`config.mk`:
```
export PLATFORM = sky130hd
export DESIGN_NAME = smul_unit
export DESIGN_NICKNAME = d
export VERILOG_FILES = /design/src/hdl/smul_pkg.sv /design/src/hdl/smul_array.sv /design/src/hdl/smul_unit.sv
export SDC_FILE = /design/constraint.sdc
export NUM_CORES = 1
export LEC_CHECK = 0
export BUFFER_PORTS_ARGS = -buffer_cell sky130_fd_sc_hd__buf_2
export CAP_MARGIN = 0
export CORE_AREA = 2 2 86 88
export CTS_CLUSTER_SIZE = 14
export DETAILED_ROUTE_END_ITERATION = 10
export DIE_AREA = 0 0 88 90
export PLACE_DENSITY = 0.73
export SLEW_MARGIN = 25
export SYNTH_ARGS = -nofsm -noshare
export SYNTH_HDL_FRONTEND = slang
export SYNTH_HIERARCHICAL = 1
export SYNTH_SLANG_ARGS = --single-unit
```
`constraint.sdc`:
```
create_clock -name mclk_i -period 6.3 [get_ports mclk_i]
set_input_delay 0.945 -clock mclk_i [delete_from_list [all_inputs] [get_ports mclk_i]]
set_output_delay 0.945 -clock mclk_i [all_outputs]
set_load 0.05 [all_outputs]
```
`src/hdl/smul_pkg.sv`:
```
// Shared constants and carriers for the single-cycle 8x8 product unit.
// Assumes the core decoder and data memory run on the same core clock.
package smul_pkg;

  // ----------------------------------------------------------------
  // Widths
  // ----------------------------------------------------------------
  localparam int unsigned OPND_W = 8;
  localparam int unsigned PROD_W = 16;
  localparam int unsigned FLAG_W = 8;

  // ----------------------------------------------------------------
  // Reset values
  // ----------------------------------------------------------------
  localparam logic [OPND_W-1:0] PROD_HI_RST = 8'h00;
  localparam logic [OPND_W-1:0] PROD_LO_RST = 8'h00;
  localparam logic [FLAG_W-1:0] FLAG_RST = 8'h00;
  localparam logic [PROD_W-1:0] PROD_ZERO = 16'h0000;

  // ----------------------------------------------------------------
  // Flag field positions in the ALU flag register
  // ----------------------------------------------------------------
  localparam int unsigned FLAG_CARRY_POS = 0;
  localparam int unsigned FLAG_DCARRY_POS = 1;
  localparam int unsigned FLAG_ZERO_POS = 2;
  localparam int unsigned FLAG_OVF_POS = 3;

  // ----------------------------------------------------------------
  // Timing
  // ----------------------------------------------------------------
  localparam int unsigned MUL_LATENCY = 1;

  // ----------------------------------------------------------------
  // Carriers
  // ----------------------------------------------------------------
  typedef struct packed {
    logic go;
    logic [OPND_W-1:0] working_register;
    logic [OPND_W-1:0] fdata;
  } smul_req_t;

  typedef struct packed {
    logic hi_we;
    logic lo_we;
    logic [OPND_W-1:0] data;
  } smul_pwr_t;

  typedef struct packed {
    logic we;
    logic [FLAG_W-1:0] data;
  } smul_flag_wr_t;

  // ----------------------------------------------------------------
  // Byte split of a product
  // ----------------------------------------------------------------
  function automatic logic [OPND_W-1:0] smul_hi(input logic [PROD_W-1:0] p);
    return p[PROD_W-1:OPND_W];
  endfunction : smul_hi

  function automatic logic [OPND_W-1:0] smul_lo(input logic [PROD_W-1:0] p);
    return p[OPND_W-1:0];
  endfunction : smul_lo

endpackage : smul_pkg

```
`src/hdl/smul_array.sv`:
```
// Combinational unsigned 8x8 shift-and-add array.
// Assumes the caller registers the product; no state lives here.
module smul_array
  import smul_pkg::*;
(
  // Operands
  input wire logic [OPND_W-1:0] a_i,
  input wire logic [OPND_W-1:0] b_i,
  // Product
  output logic [PROD_W-1:0] p_o
);

  logic [PROD_W-1:0] acc [0:OPND_W];
  logic [PROD_W-1:0] a_ext;

  assign a_ext = {{(PROD_W-OPND_W){1'b0}}, a_i};
  assign acc[0] = PROD_ZERO;

  // ----------------------------------------------------------------
  // One partial product per multiplier bit
  // ----------------------------------------------------------------
  // Zero extension keeps the sum unsigned; no carry can leave 16 bits
  for (genvar i = 0; i < OPND_W; i++) begin : g_row
    logic [PROD_W-1:0] row;
    assign row = b_i[i] ? (a_ext << i) : PROD_ZERO;
    assign acc[i+1] = acc[i] + row;
  end

  assign p_o = acc[OPND_W];

endmodule : smul_array

```
`src/hdl/smul_unit.sv`:
```
// What this block does
// - Unsigned operands, full unsigned 16-bit product
// - Multiply completes in one instruction cycle
// - High byte to high half, low to low
// - Multiply never changes any ALU flag
// - Operands: working register and addressed file byte
//
// Top of the hardware product unit inside the ALU.
// Assumes one multiply request per instruction cycle, operands valid with it,
// and all requests synchronous to mclk_i.
module smul_unit
  import smul_pkg::*;
(
  // Clock and reset
  input wire logic mclk_i,
  input wire logic rst_i,
  // Multiply request from the decoder
  input wire smul_req_t req_i,
  // Direct writes to the product pair
  input wire smul_pwr_t pwr_i,
  // Flag register writes from other ALU operations
  input wire smul_flag_wr_t flag_wr_i,
  // Product pair
  output logic [OPND_W-1:0] product_high_byte_o,
  output logic [OPND_W-1:0] product_low_byte_o,
  // Completion and flags
  output logic mul_done_o,
  output logic [FLAG_W-1:0] alu_flag_register_o
);

  // ----------------------------------------------------------------
  // Datapath
  // ----------------------------------------------------------------
  logic [PROD_W-1:0] prod;

  // operand routing
  // Working register on one side, file byte on the other
  smul_array u_array (
    .a_i(req_i.working_register),
    .b_i(req_i.fdata),
    .p_o(prod)
  );

  // ----------------------------------------------------------------
  // Product register pair
  // ----------------------------------------------------------------
  logic [OPND_W-1:0] hi_q;
  logic [OPND_W-1:0] hi_d;
  logic [OPND_W-1:0] lo_q;
  logic [OPND_W-1:0] lo_d;
  logic done_q;
  logic done_d;

  always_comb begin
    hi_d = hi_q;
    lo_d = lo_q;
    done_d = 1'b0;
    // direct access
    // A multiply in the same cycle wins over a direct write
    if (pwr_i.hi_we) begin
      hi_d = pwr_i.data;
    end
    if (pwr_i.lo_we) begin
      lo_d = pwr_i.data;
    end
    if (req_i.go) begin
      hi_d = smul_hi(prod);
      lo_d = smul_lo(prod);
      done_d = 1'b1;
    end
  end

  always_ff @(posedge mclk_i) begin
    if (rst_i) begin
      hi_q <= PROD_HI_RST;
      lo_q <= PROD_LO_RST;
      done_q <= 1'b0;
    end else begin
      hi_q <= hi_d;
      lo_q <= lo_d;
      done_q <= done_d;
    end
  end

  // ----------------------------------------------------------------
  // ALU flag register
  // ----------------------------------------------------------------
  logic [FLAG_W-1:0] flag_q;
  logic [FLAG_W-1:0] flag_d;

  always_comb begin
    flag_d = flag_q;
    // flags untouched
    // Only the other ALU paths write flags; the multiply has no path here
    if (flag_wr_i.we) begin
      flag_d = flag_wr_i.data;
    end
  end

  always_ff @(posedge mclk_i) begin
    if (rst_i) begin
      flag_q <= FLAG_RST;
    end else begin
      flag_q <= flag_d;
    end
  end

  // ----------------------------------------------------------------
  // Outputs
  // ----------------------------------------------------------------
  assign product_high_byte_o = hi_q;
  assign product_low_byte_o = lo_q;
  assign mul_done_o = done_q;
  assign alu_flag_register_o = flag_q;

  logic [PROD_W-1:0] ref_prod;
  assign ref_prod = PROD_W'(req_i.working_register) * PROD_W'(req_i.fdata);
endmodule : smul_unit

```
* Word-level counts from Yosys, hierarchy flattened *
Index checks and enable logic that the tools add are counted.

word-level totals
  output and inout port bits = 25
  ROM bits = 0
  bits in writable memories = 0
  register bits = 25
  memories kept = 0
  latch bits = 0

cells by class
  bitwise gates (word level) = 0
  div/mod/pow operators = 0
  order comparisons = 0
  reductions and logical operators = 2
  mux-type cells = 13
  add/subtract/negate cells = 7
  equality and inequality tests = 0
  $mul = 0
  shift operators = 0

operators with widths
  operator                 number
  adder 16 bit             6
  two-way mux 8 bit        5
  adder 16 x 15 -> 16 bit  1
  two-way mux 15 bit       1
  two-way mux 14 bit       1
  two-way mux 13 bit       1
  two-way mux 12 bit       1
  two-way mux 11 bit       1
  two-way mux 10 bit       1
  two-way mux 9 bit        1
  nonzero test 2 bit       2
  two-way mux 1 bit        1

* Longest topological paths before layout *
Gate-level depths: netlist of the first run.

  word-level depth = 9
  depth in mapped cells = 23
  gate-level depth less buffers = 23

* By module *
The synthesis of the first run kept the hierarchy.

by module, submodules not included
  module      times used  area each (um2)  cells each
  smul_array  1           1988.2           235
  smul_unit   1           1099.8           99

* Worst setup path after synthesis of the first run *
No wires, ideal clock.

  kind = input -> register
  start point = input req_i[15] (netlist bit)
  end point = register hi_q[5] (netlist: product_high_byte_o[5])
  data required time = 6.214 ns
  path slack = 0.466 ns
  stages = 20
  data arrival time = 5.748 ns
  path through = and2_1 -> fa_1 -> fa_1 -> inv_1 -> fa_1 -> inv_1 -> ha_1 -> and3_4 -> a2111oi_4 -> xnor2_1 -> fa_1 -> inv_1 -> ha_1 -> nor2b_1 -> o21ai_0 -> a21oi_1 -> a211oi_1 -> xnor2_1 -> nor2b_1 -> a211oi_1

on the way
  cells in the longest elaborated chain, start to end = 9

RTL lines
  item                                                           line              source
  from (decl)                                                    smul_unit.sv:18   input wire smul_req_t req_i,
  two-way mux 8 bit / two-way mux 9 bit (equally long branches)  smul_array.sv:25  assign row = b_i[i] ? (a_ext << i) : PROD_ZERO;
  adder 16 bit (5 in series)                                     smul_array.sv:26  assign acc[i+1] = acc[i] + row;
  adder 16 bit *                                                 smul_array.sv:26
  adder 16 x 15 -> 16 bit *                                      smul_array.sv:26
  net prod[13]                                                   smul_unit.sv:34   logic [PROD_W-1:0] prod;
  two-way mux 8 bit *                                            smul_unit.sv:66   if (req_i.go) begin
  to (signal assigned)                                           smul_unit.sv:79   hi_q <= hi_d;
  to (decl)                                                      smul_unit.sv:47   logic [OPND_W-1:0] hi_q;

Mark *: on every way through the listed nets, which the timed path passes. The rest lies on a longest branch.
A chain may end at the register's enable or synchronous reset.

* Worst setup path after layout of the first run *
Same ends and word-level chain as after synthesis.

==> results of run 1 <==
==> how the worst min path moves through the flow <==
stage                     cells after the start  slack, ns                    from                     end
after global routing                          2       0.54  alu_flag_register_o[3]  alu_flag_register_o[3]
after floorplan                               2       0.74  alu_flag_register_o[0]  alu_flag_register_o[0]
final                                         2       0.51  alu_flag_register_o[1]  alu_flag_register_o[1]
after CTS                                     2       0.51  alu_flag_register_o[1]  alu_flag_register_o[1]
after detailed placement                      2       0.48  alu_flag_register_o[1]  alu_flag_register_o[1]
after global placement                        2       0.47  alu_flag_register_o[0]  alu_flag_register_o[0]
==> sequential cells by signal, summed over array words and instances, names as in the netlist <==
| signal | flops |
|---|---|
| alu_flag_register_o | 8 |
| mul_done_o | 1 |
| product_high_byte_o | 8 |
| product_low_byte_o | 8 |
==> layout by cell type (no fill, tap or decap), types with 2 or more instances in the layout <==
cell / instances
buf_4: 2
a211oi_1: 8
o21ai_1: 2
mux2i_1: 24
nor3_1: 4
nand2_1: 22
dfxtp_1: 25
a211oi_2: 10
a21oi_1: 8
a21o_1: 3
nor2b_1: 18
nand3_1: 3
fa_1: 34
xor2_1: 4
nor2_1: 14
ha_1: 29
xnor2_1: 10
inv_1: 47
and2_1: 46
clkbuf_8: 3
buf_2: 62
==> worst max-delay path, delay by kind of cell <==
family	cells	cell delay, ns
buffers and inverters	4	0.29
and+or+nand+nor	4	0.66
adders and majority gates	6	2.84
xor gates and xnor gates	2	0.32
AOI/OAI and AO/OA	5	1.15
==> kinds of logic after synthesis <==
logic type | after synthesis
buffers and inverters | 56
adder cells (fa/ha/maj) | 63
AND/OR/NAND/NOR | 115
XOR/XNOR | 14
flip-flops | 25
AO/OA/AOI/OAI | 37
multiplexers | 24
==> stage by stage <==
stage	hold slack, ns	power (uW)
2_1_floorplan	0.737	890
3_3_place_gp	0.470	1040
3_5_place_dp	0.484	1060
4_1_cts	0.507	1160
5_1_grt	0.537	1280
6_report	0.506	1160
==> routing by layer <==
metal	share of wire, %	track usage (%)
met4	1.1	4.23
met2	52	31.7
met5	0	0
met1	45	21.4
met3	1.4	0.918
==> layout make-up <==
cell class / count / area [sq um]
clock buffers: 3 / 41.3
clock inverters: 1 / 7.51
fillers: 681 / 3490
inverters: 48 / 180
multi-input cells: 253 / 2360
flip-flops and latches: 25 / 500
well taps: 99 / 124
repair buffers: 64 / 325
==> report_power, final <==
| part | leakage, uW | internal, uW | switching, uW |
|---|---|---|---|
| clock | 0.0000217 | 44.9 | 51.9 |
| sequential | 0.000208 | 189 | 13.5 |
| combinational | 0.00158 | 350 | 509 |
==> what timing repair did <==
item | 4_1_cts | 5_1_grt
setup buffers | 0 | 1
resized for setup | 0 | 1
endpoints found under the hold margin | 0 | 0
setup endpoints to repair | 0 | 2
==> flow_summary.rst, run 1 <==
.. list-table::
   :header-rows: 1

   * - Metric
     - Value
   * - Run status
     - completed
   * - Syn Nets
     - 435
   * - Top achievable clock speed
     - 166 MHz
   * - Final design area excluding fillers
     - 3530 sq um
   * - Layout Area Growth over Synthesis
     - 14.5%
   * - Final antenna diode count
     - 0
   * - Clock period minus final worst setup slack
     - 6.02 ns
   * - RSZ-0062 raised after global routing
     - no
   * - Row Count
     - 31
   * - Post-route setup slack
     - 0.277 ns
   * - Wire length of the first global-routing pass
     - 11.1 mm
   * - Clock Path Buffers
     - 2
   * - Clock tree from TritonCTS
     - built
   * - Fraction of the core area covered by cells at the end of the flow
     - 50.3%
   * - Beginning of the worst register-to-register path
     - product_low_byte_o[7]
   * - Die Area
     - 7920 sq um
   * - Most used standard cell by instance count after synthesis
     - inv_1
   * - Area of the mapped netlist
     - 3090 sq um
   * - Grt ovf
     - 0
   * - Core area
     - 7020 sq um
   * - Main combinational cell family by area after synthesis
     - adder cells
   * - Inserted Clock Buffers
     - 3
   * - Post-synthesis compound-gate area fraction
     - 10.4%
   * - XOR/XNOR share of the synthesized area
     - 3.97%
   * - Count of distinct cell types in the synthesized netlist
     - 36
   * - Instance count of the mapped netlist
     - 334
   * - Ranking of synthesized cells by instance count
     - inv_1 (47), and2_1 (46), fa_1 (34)
   * - Hold Violations, Final
     - 0
   * - Skew final
     - 0 ns
   * - Leakage power summed over all cells
     - 0.00181 uW
   * - Most area-hungry cell type in the Yosys netlist
     - fa_1
   * - DRC
     - 0
   * - Number of warnings reported in the yosys synthesis log
     - 6
   * - Weighted congestion at the end of routability-driven global placement
     - 0.804
   * - Flip-flop cell with the highest count after synthesis
     - dfxtp_1
   * - Path type of the worst setup path
     - input port to register
   * - Wire length reported by the detailed router
     - 6.36 mm
   * - Count of final max-slew check failures
     - 0
   * - Top Ports
     - 63
   * - Initial standard-cell utilization of the core
     - 44.0%
   * - Type of the tightest min-delay check
     - register to register
   * - Share of the synthesized area in the top cell type
     - 22.0%
   * - Async S/R FF share, synth
     - 0%
   * - Data arrival time at the worst-slack endpoint
     - 6.21 ns
   * - Slew headroom
     - 65.0%
   * - Number of antenna violations at the first check in global routing
     - 0
   * - Share of synthesized cell area in full adder, half adder and majority cells
     - 33.8%
   * - Setup_tns
     - 0 ns
   * - Worst path required time
     - 6.49 ns
   * - Multiplexer area fraction after synthesis
     - 7.78%
   * - Total of endpoints with negative setup slack in the final report
     - 0
   * - List of cells traversed by the critical path
     - buf_2, and2_1, fa_1, fa_1, inv_1, fa_1, inv_1, ha_1, and2_2, a2111oi_4, xnor2_1, fa_1, inv_1, ha_1, nor2b_1, o21ai_1, a21oi_1, a211oi_1, xnor2_1, nor2b_1, a211oi_1
   * - Number of storage elements in the synthesis netlist
     - 25
   * - Hpwl dp
     - 5.35 mm
   * - Maximum number of pins on one net before global-route repair
     - 26
   * - Master cell of the clock root buffer
     - clkbuf_8
   * - Critical Path Slowest Stage Cell
     - fa_1
   * - Largest stage delay on the critical path
     - 0.56 ns
   * - Drt first pass iters
     - 4
   * - Finished Layout Cells
     - 493
   * - Simple-gate share of the synthesized area
     - 20.3%
   * - PD cells
     - 328 nW/um^2
   * - Final worst path period share
     - 95.6%
   * - Total number of vias
     - 2394
   * - Cell area reported after detailed placement
     - 3480 sq um
   * - Worst-path clk slew
     - 0.09 ns
   * - Maximum VDD drop
     - 0.000119 V
   * - Critical path capture point
     - product_high_byte_o[5]
   * - Critical path origin
     - req_i[15]
   * - Final antenna-violating net count
     - 0
   * - Worst Path Max Fanout
     - 8
   * - Sequential area share after synthesis
     - 16.2%
   * - Biggest area contributors in the synthesized netlist
     - fa_1 (22%), dfxtp_1 (16%), ha_1 (12%)
   * - Number of levels the H-tree was split into
     - 1
   * - Capture instance of the worst register-to-register path
     - product_low_byte_o[7]
   * - Via count of the first global-routing pass
     - 2494
   * - Transition at the pin with the smallest max-transition slack
     - 0.525 ns
   * - Placement-stage worst setup slack
     - -0.117 ns
   * - CP endpoint kind
     - register
   * - Fraction of final layout cells with drive strength greater than 1
     - 21.3%
   * - Reg-to-reg slack, setup
     - 5.56 ns
   * - Post-Synthesis Mean Instance Area
     - 9.25 sq um
   * - Average routed wire per standard cell
     - 12.9 microns
   * - Maximum capacitance violations
     - 0
   * - Post-cts hold buffer count
     - 0
   * - Via-per-instance ratio
     - 4.86
   * - Die Width
     - 88 microns
   * - Clock sinks
     - 25
   * - R2R cell count
     - 2
   * - All-Layer GR Usage
     - 17.2%
   * - Cell Count Post-Placement
     - 488
   * - Most used cell, CP
     - fa_1
   * - Clock latency reported for the late side of the worst-skew pair
     - 0.27 ns
   * - Number of nets in the final layout
     - 496
   * - DRC marker count from the first detailed-route iteration
     - 73
   * - Die height
     - 90 microns
   * - Count of input and output buffers
     - 62
   * - Number of synthesized flops with an enable pin
     - 0
   * - Startpoint type of the worst setup path
     - input port
(Power assumes the default switching activity.)
==> run 2, diff against run 1 <==
--- a/config.mk
+++ b/config.mk
@@ -12,6 +12,7 @@
 export DETAILED_ROUTE_END_ITERATION = 10
 export DIE_AREA = 0 0 88 90
 export PLACE_DENSITY = 0.73
+export REMOVE_ABC_BUFFERS = 1
 export SLEW_MARGIN = 25
 export SYNTH_ARGS = -nofsm -noshare
 export SYNTH_HDL_FRONTEND = slang
==> constraint.sdc (replaced) <==
create_clock -name mclk_i -period 6.8 [get_ports mclk_i]
set_input_delay 1.02 -clock mclk_i [delete_from_list [all_inputs] [get_ports mclk_i]]
set_output_delay 1.02 -clock mclk_i [all_outputs]
set_load 0.05 [all_outputs]
==> run 2 against run 1 <==
Total power is 8.6% lower. Via count is 0.33% higher. Die area stayed put. Clock power is 8.7% lower. Sequential power is 7% lower. Largest power group unchanged.
==> flow_summary.rst, run 2 (synthesis results as in run 1) <==
.. list-table::
   :header-rows: 1

   * - Metric
     - Value
   * - Slew headroom
     - 63.2% (was 65.0%)
   * - Top Ports
     - 63 (unchanged)
   * - Initial standard-cell utilization of the core
     - 44.0% (unchanged)
   * - Path type of the worst setup path
     - input port to register (unchanged)
   * - Skew final
     - 0 ns (unchanged)
   * - Maximum number of pins on one net before global-route repair
     - 26 (unchanged)
   * - Master cell of the clock root buffer
     - clkbuf_8 (unchanged)
   * - Type of the tightest min-delay check
     - register to register (unchanged)
   * - Worst-path clk slew
     - 0.09 ns (about the same)
   * - DRC
     - 0 (unchanged)
   * - Die Area
     - 7920 sq um (unchanged)
   * - Final antenna diode count
     - 0 (unchanged)
   * - Clock tree from TritonCTS
     - built (unchanged)
   * - Maximum VDD drop
     - 0.000126 V (was 0.000119 V)
   * - DRC marker count from the first detailed-route iteration
     - 63 (was 73)
   * - Final worst path period share
     - 89.8%
   * - Average routed wire per standard cell
     - 12.6 microns (was 12.9 microns)
   * - Final antenna-violating net count
     - 0 (unchanged)
   * - Buf+Inv Stages, Crit Path
     - 4 (unchanged)
   * - Cells resized by post-CTS repair
     - 0 (unchanged)
   * - Transition at the pin with the smallest max-transition slack
     - 0.551 ns (was 0.525 ns)
   * - Post-cts hold buffer count
     - 0 (unchanged)
   * - All-Layer GR Usage
     - 16.5% (was 17.2%)
   * - Grt ovf
     - 0 (unchanged)
   * - Leakage power summed over all cells
     - 0.00180 uW (was 0.00181 uW)
   * - Clock latency reported for the late side of the worst-skew pair
     - 0.26 ns (was 0.27 ns)
   * - Hold Violations, Final
     - 0 (unchanged)
   * - Fraction of final layout cells with drive strength greater than 1
     - 20.9% (was 21.3%)
   * - Number of antenna violations at the first check in global routing
     - 0 (unchanged)
   * - List of cells traversed by the critical path
     - buf_2, and2_1, fa_1, fa_1, inv_1, fa_1, inv_1, ha_1, and3_4, a2111oi_4, xnor2_1, fa_1, inv_1, ha_1, nor2b_1, o21ai_0, a21oi_1, a211oi_1, xnor2_1, nor2b_1, a211oi_1 (was buf_2, and2_1, fa_1, fa_1, inv_1, fa_1, inv_1, ha_1, and2_2, a2111oi_4, xnor2_1, fa_1, inv_1, ha_1, nor2b_1, o21ai_1, a21oi_1, a211oi_1, xnor2_1, nor2b_1, a211oi_1)
   * - Layout Area Growth over Synthesis
     - 14.0% (was 14.5%)
   * - Total of endpoints with negative setup slack in the final report
     - 0 (unchanged)
   * - Die Width
     - 88 microns (unchanged)
   * - Weighted congestion at the end of routability-driven global placement
     - 0.795 (was 0.804)
   * - RSZ-0062 raised after global routing
     - no (unchanged)
   * - Clock sinks
     - 25 (unchanged)
   * - Core area
     - 7020 sq um (unchanged)
   * - Inserted Clock Buffers
     - 3 (unchanged)
   * - Clock Path Buffers
     - 2 (unchanged)
   * - Via count of the first global-routing pass
     - 2478 (was 2494)
   * - Run status
     - completed (unchanged)
   * - Highest-count cells in the layout ignoring fill and taps
     - buf_2 (62), inv_1 (47), and2_1 (46), fa_1 (34), ha_1 (29) (unchanged)
   * - Worst path required time
     - 6.99 ns (was 6.49 ns)
   * - Wire length of the first global-routing pass
     - 10.8 mm (was 11.1 mm)
   * - Critical Path Slowest Stage Cell
     - fa_1 (unchanged)
   * - PD cells
     - 301 nW/um^2 (was 328 nW/um^2)
   * - Reg-to-reg slack, setup
     - 6.04 ns (was 5.56 ns)
   * - Die height
     - 90 microns (unchanged)
   * - Setup_tns
     - 0 ns (unchanged)
   * - Largest stage delay on the critical path
     - 0.56 ns (about the same)
   * - Via-per-instance ratio
     - 4.89 (was 4.86)
   * - Worst Path Max Fanout
     - 8 (unchanged)
   * - Count of input and output buffers
     - 62 (unchanged)
   * - Hpwl dp
     - 5.18 mm (was 5.35 mm)
   * - Most common cell after layout, fill and taps aside
     - buf_2 (unchanged)
   * - Count of final max-slew check failures
     - 0 (unchanged)
   * - Worst hold margin
     - 0.489 ns (was 0.506 ns)
   * - Startpoint type of the worst setup path
     - input port (unchanged)
   * - Maximum capacitance violations
     - 0 (unchanged)
   * - Fill cell count
     - 664 (was 681)
   * - Data arrival time at the worst-slack endpoint
     - 6.29 ns (was 6.21 ns)
   * - Cell family with most CP delay
     - adder cells (unchanged)
   * - Number of levels the H-tree was split into
     - 1 (unchanged)
   * - CP endpoint kind
     - register (unchanged)
   * - Row Count
     - 31 (unchanged)
   * - Wire length reported by the detailed router
     - 6.17 mm (was 6.36 mm)
   * - Number of nets in the final layout
     - 494 (was 496)
   * - Top achievable clock speed
     - 164 MHz
   * - Total number of vias
     - 2402 (was 2394)
   * - Number of setup buffers added after CTS
     - 0 (unchanged)
   * - Drt first pass iters
     - 4 (unchanged)
   * - Clock period minus final worst setup slack
     - 6.10 ns
   * - Most used cell, CP
     - fa_1 (unchanged)
run 2: changes by cell type in the layout (fill, tap and decap cells not counted), sizes merged:
cell	previous run	this run
buf	64	62
run 2: path summary, 6_finish.rpt:
path | from | cells after the start | endpoint
max | req_i[15] | 21 | product_high_byte_o[5]
min | alu_flag_register_o[5] | 2 | alu_flag_register_o[5]
max reg2reg | product_high_byte_o[1] | 2 | product_high_byte_o[1]
min reg2reg | alu_flag_register_o[5] | 2 | alu_flag_register_o[5]
run 2: layer usage:
layer  wire length [microns]  up-vias  global-route usage, %
met2                    3190       62                   30.1
met1                    2590     1138                   20.2
met4                      35        0                   3.33
met3                     345        6                   2.39
li1                        -     1196                      -
met5                       0        -                      0
run 2: layout make-up:
cell class	instances	area, sq um	share of cell area, %
multi-input cells	253	2360	66.9
flip-flops and latches	25	500	14.2
repair buffers	62	310	8.82
inverters	48	180	5.12
well taps	99	124	3.52
clock buffers	3	41.3	1.17
clock inverters	1	7.51	0.213
run 2: worst register-to-register path: stages, from the launching register on:
cell	delay (ns)
dfxtp_1	0.36
mux2i_1	0.10
a211oi_2	0.23
run 2: where the power goes:
part / internal, uW / switching [uW] / total [uW]
Clock: 41.5 / 46.9 / 88.4
Sequential: 175 / 13.2 / 188
Combinational: 318 / 464 / 782
run 2: through the flow:
step / util [%] / cells / power (uW) / cell area [sq um] / worst slack (ns)
after floorplan: - / 326 / 817 / 3040 / 0.891
after global placement: 49.4 / 487 / 963 / 3470 / 0.413
after detailed placement: 49.4 / 487 / 982 / 3470 / 0.414
after CTS: 50.1 / 491 / 1070 / 3520 / 0.689
after global routing: 50.1 / 491 / 1180 / 3520 / 0.386
final: 50.1 / 491 / 1060 / 3520 / 0.696
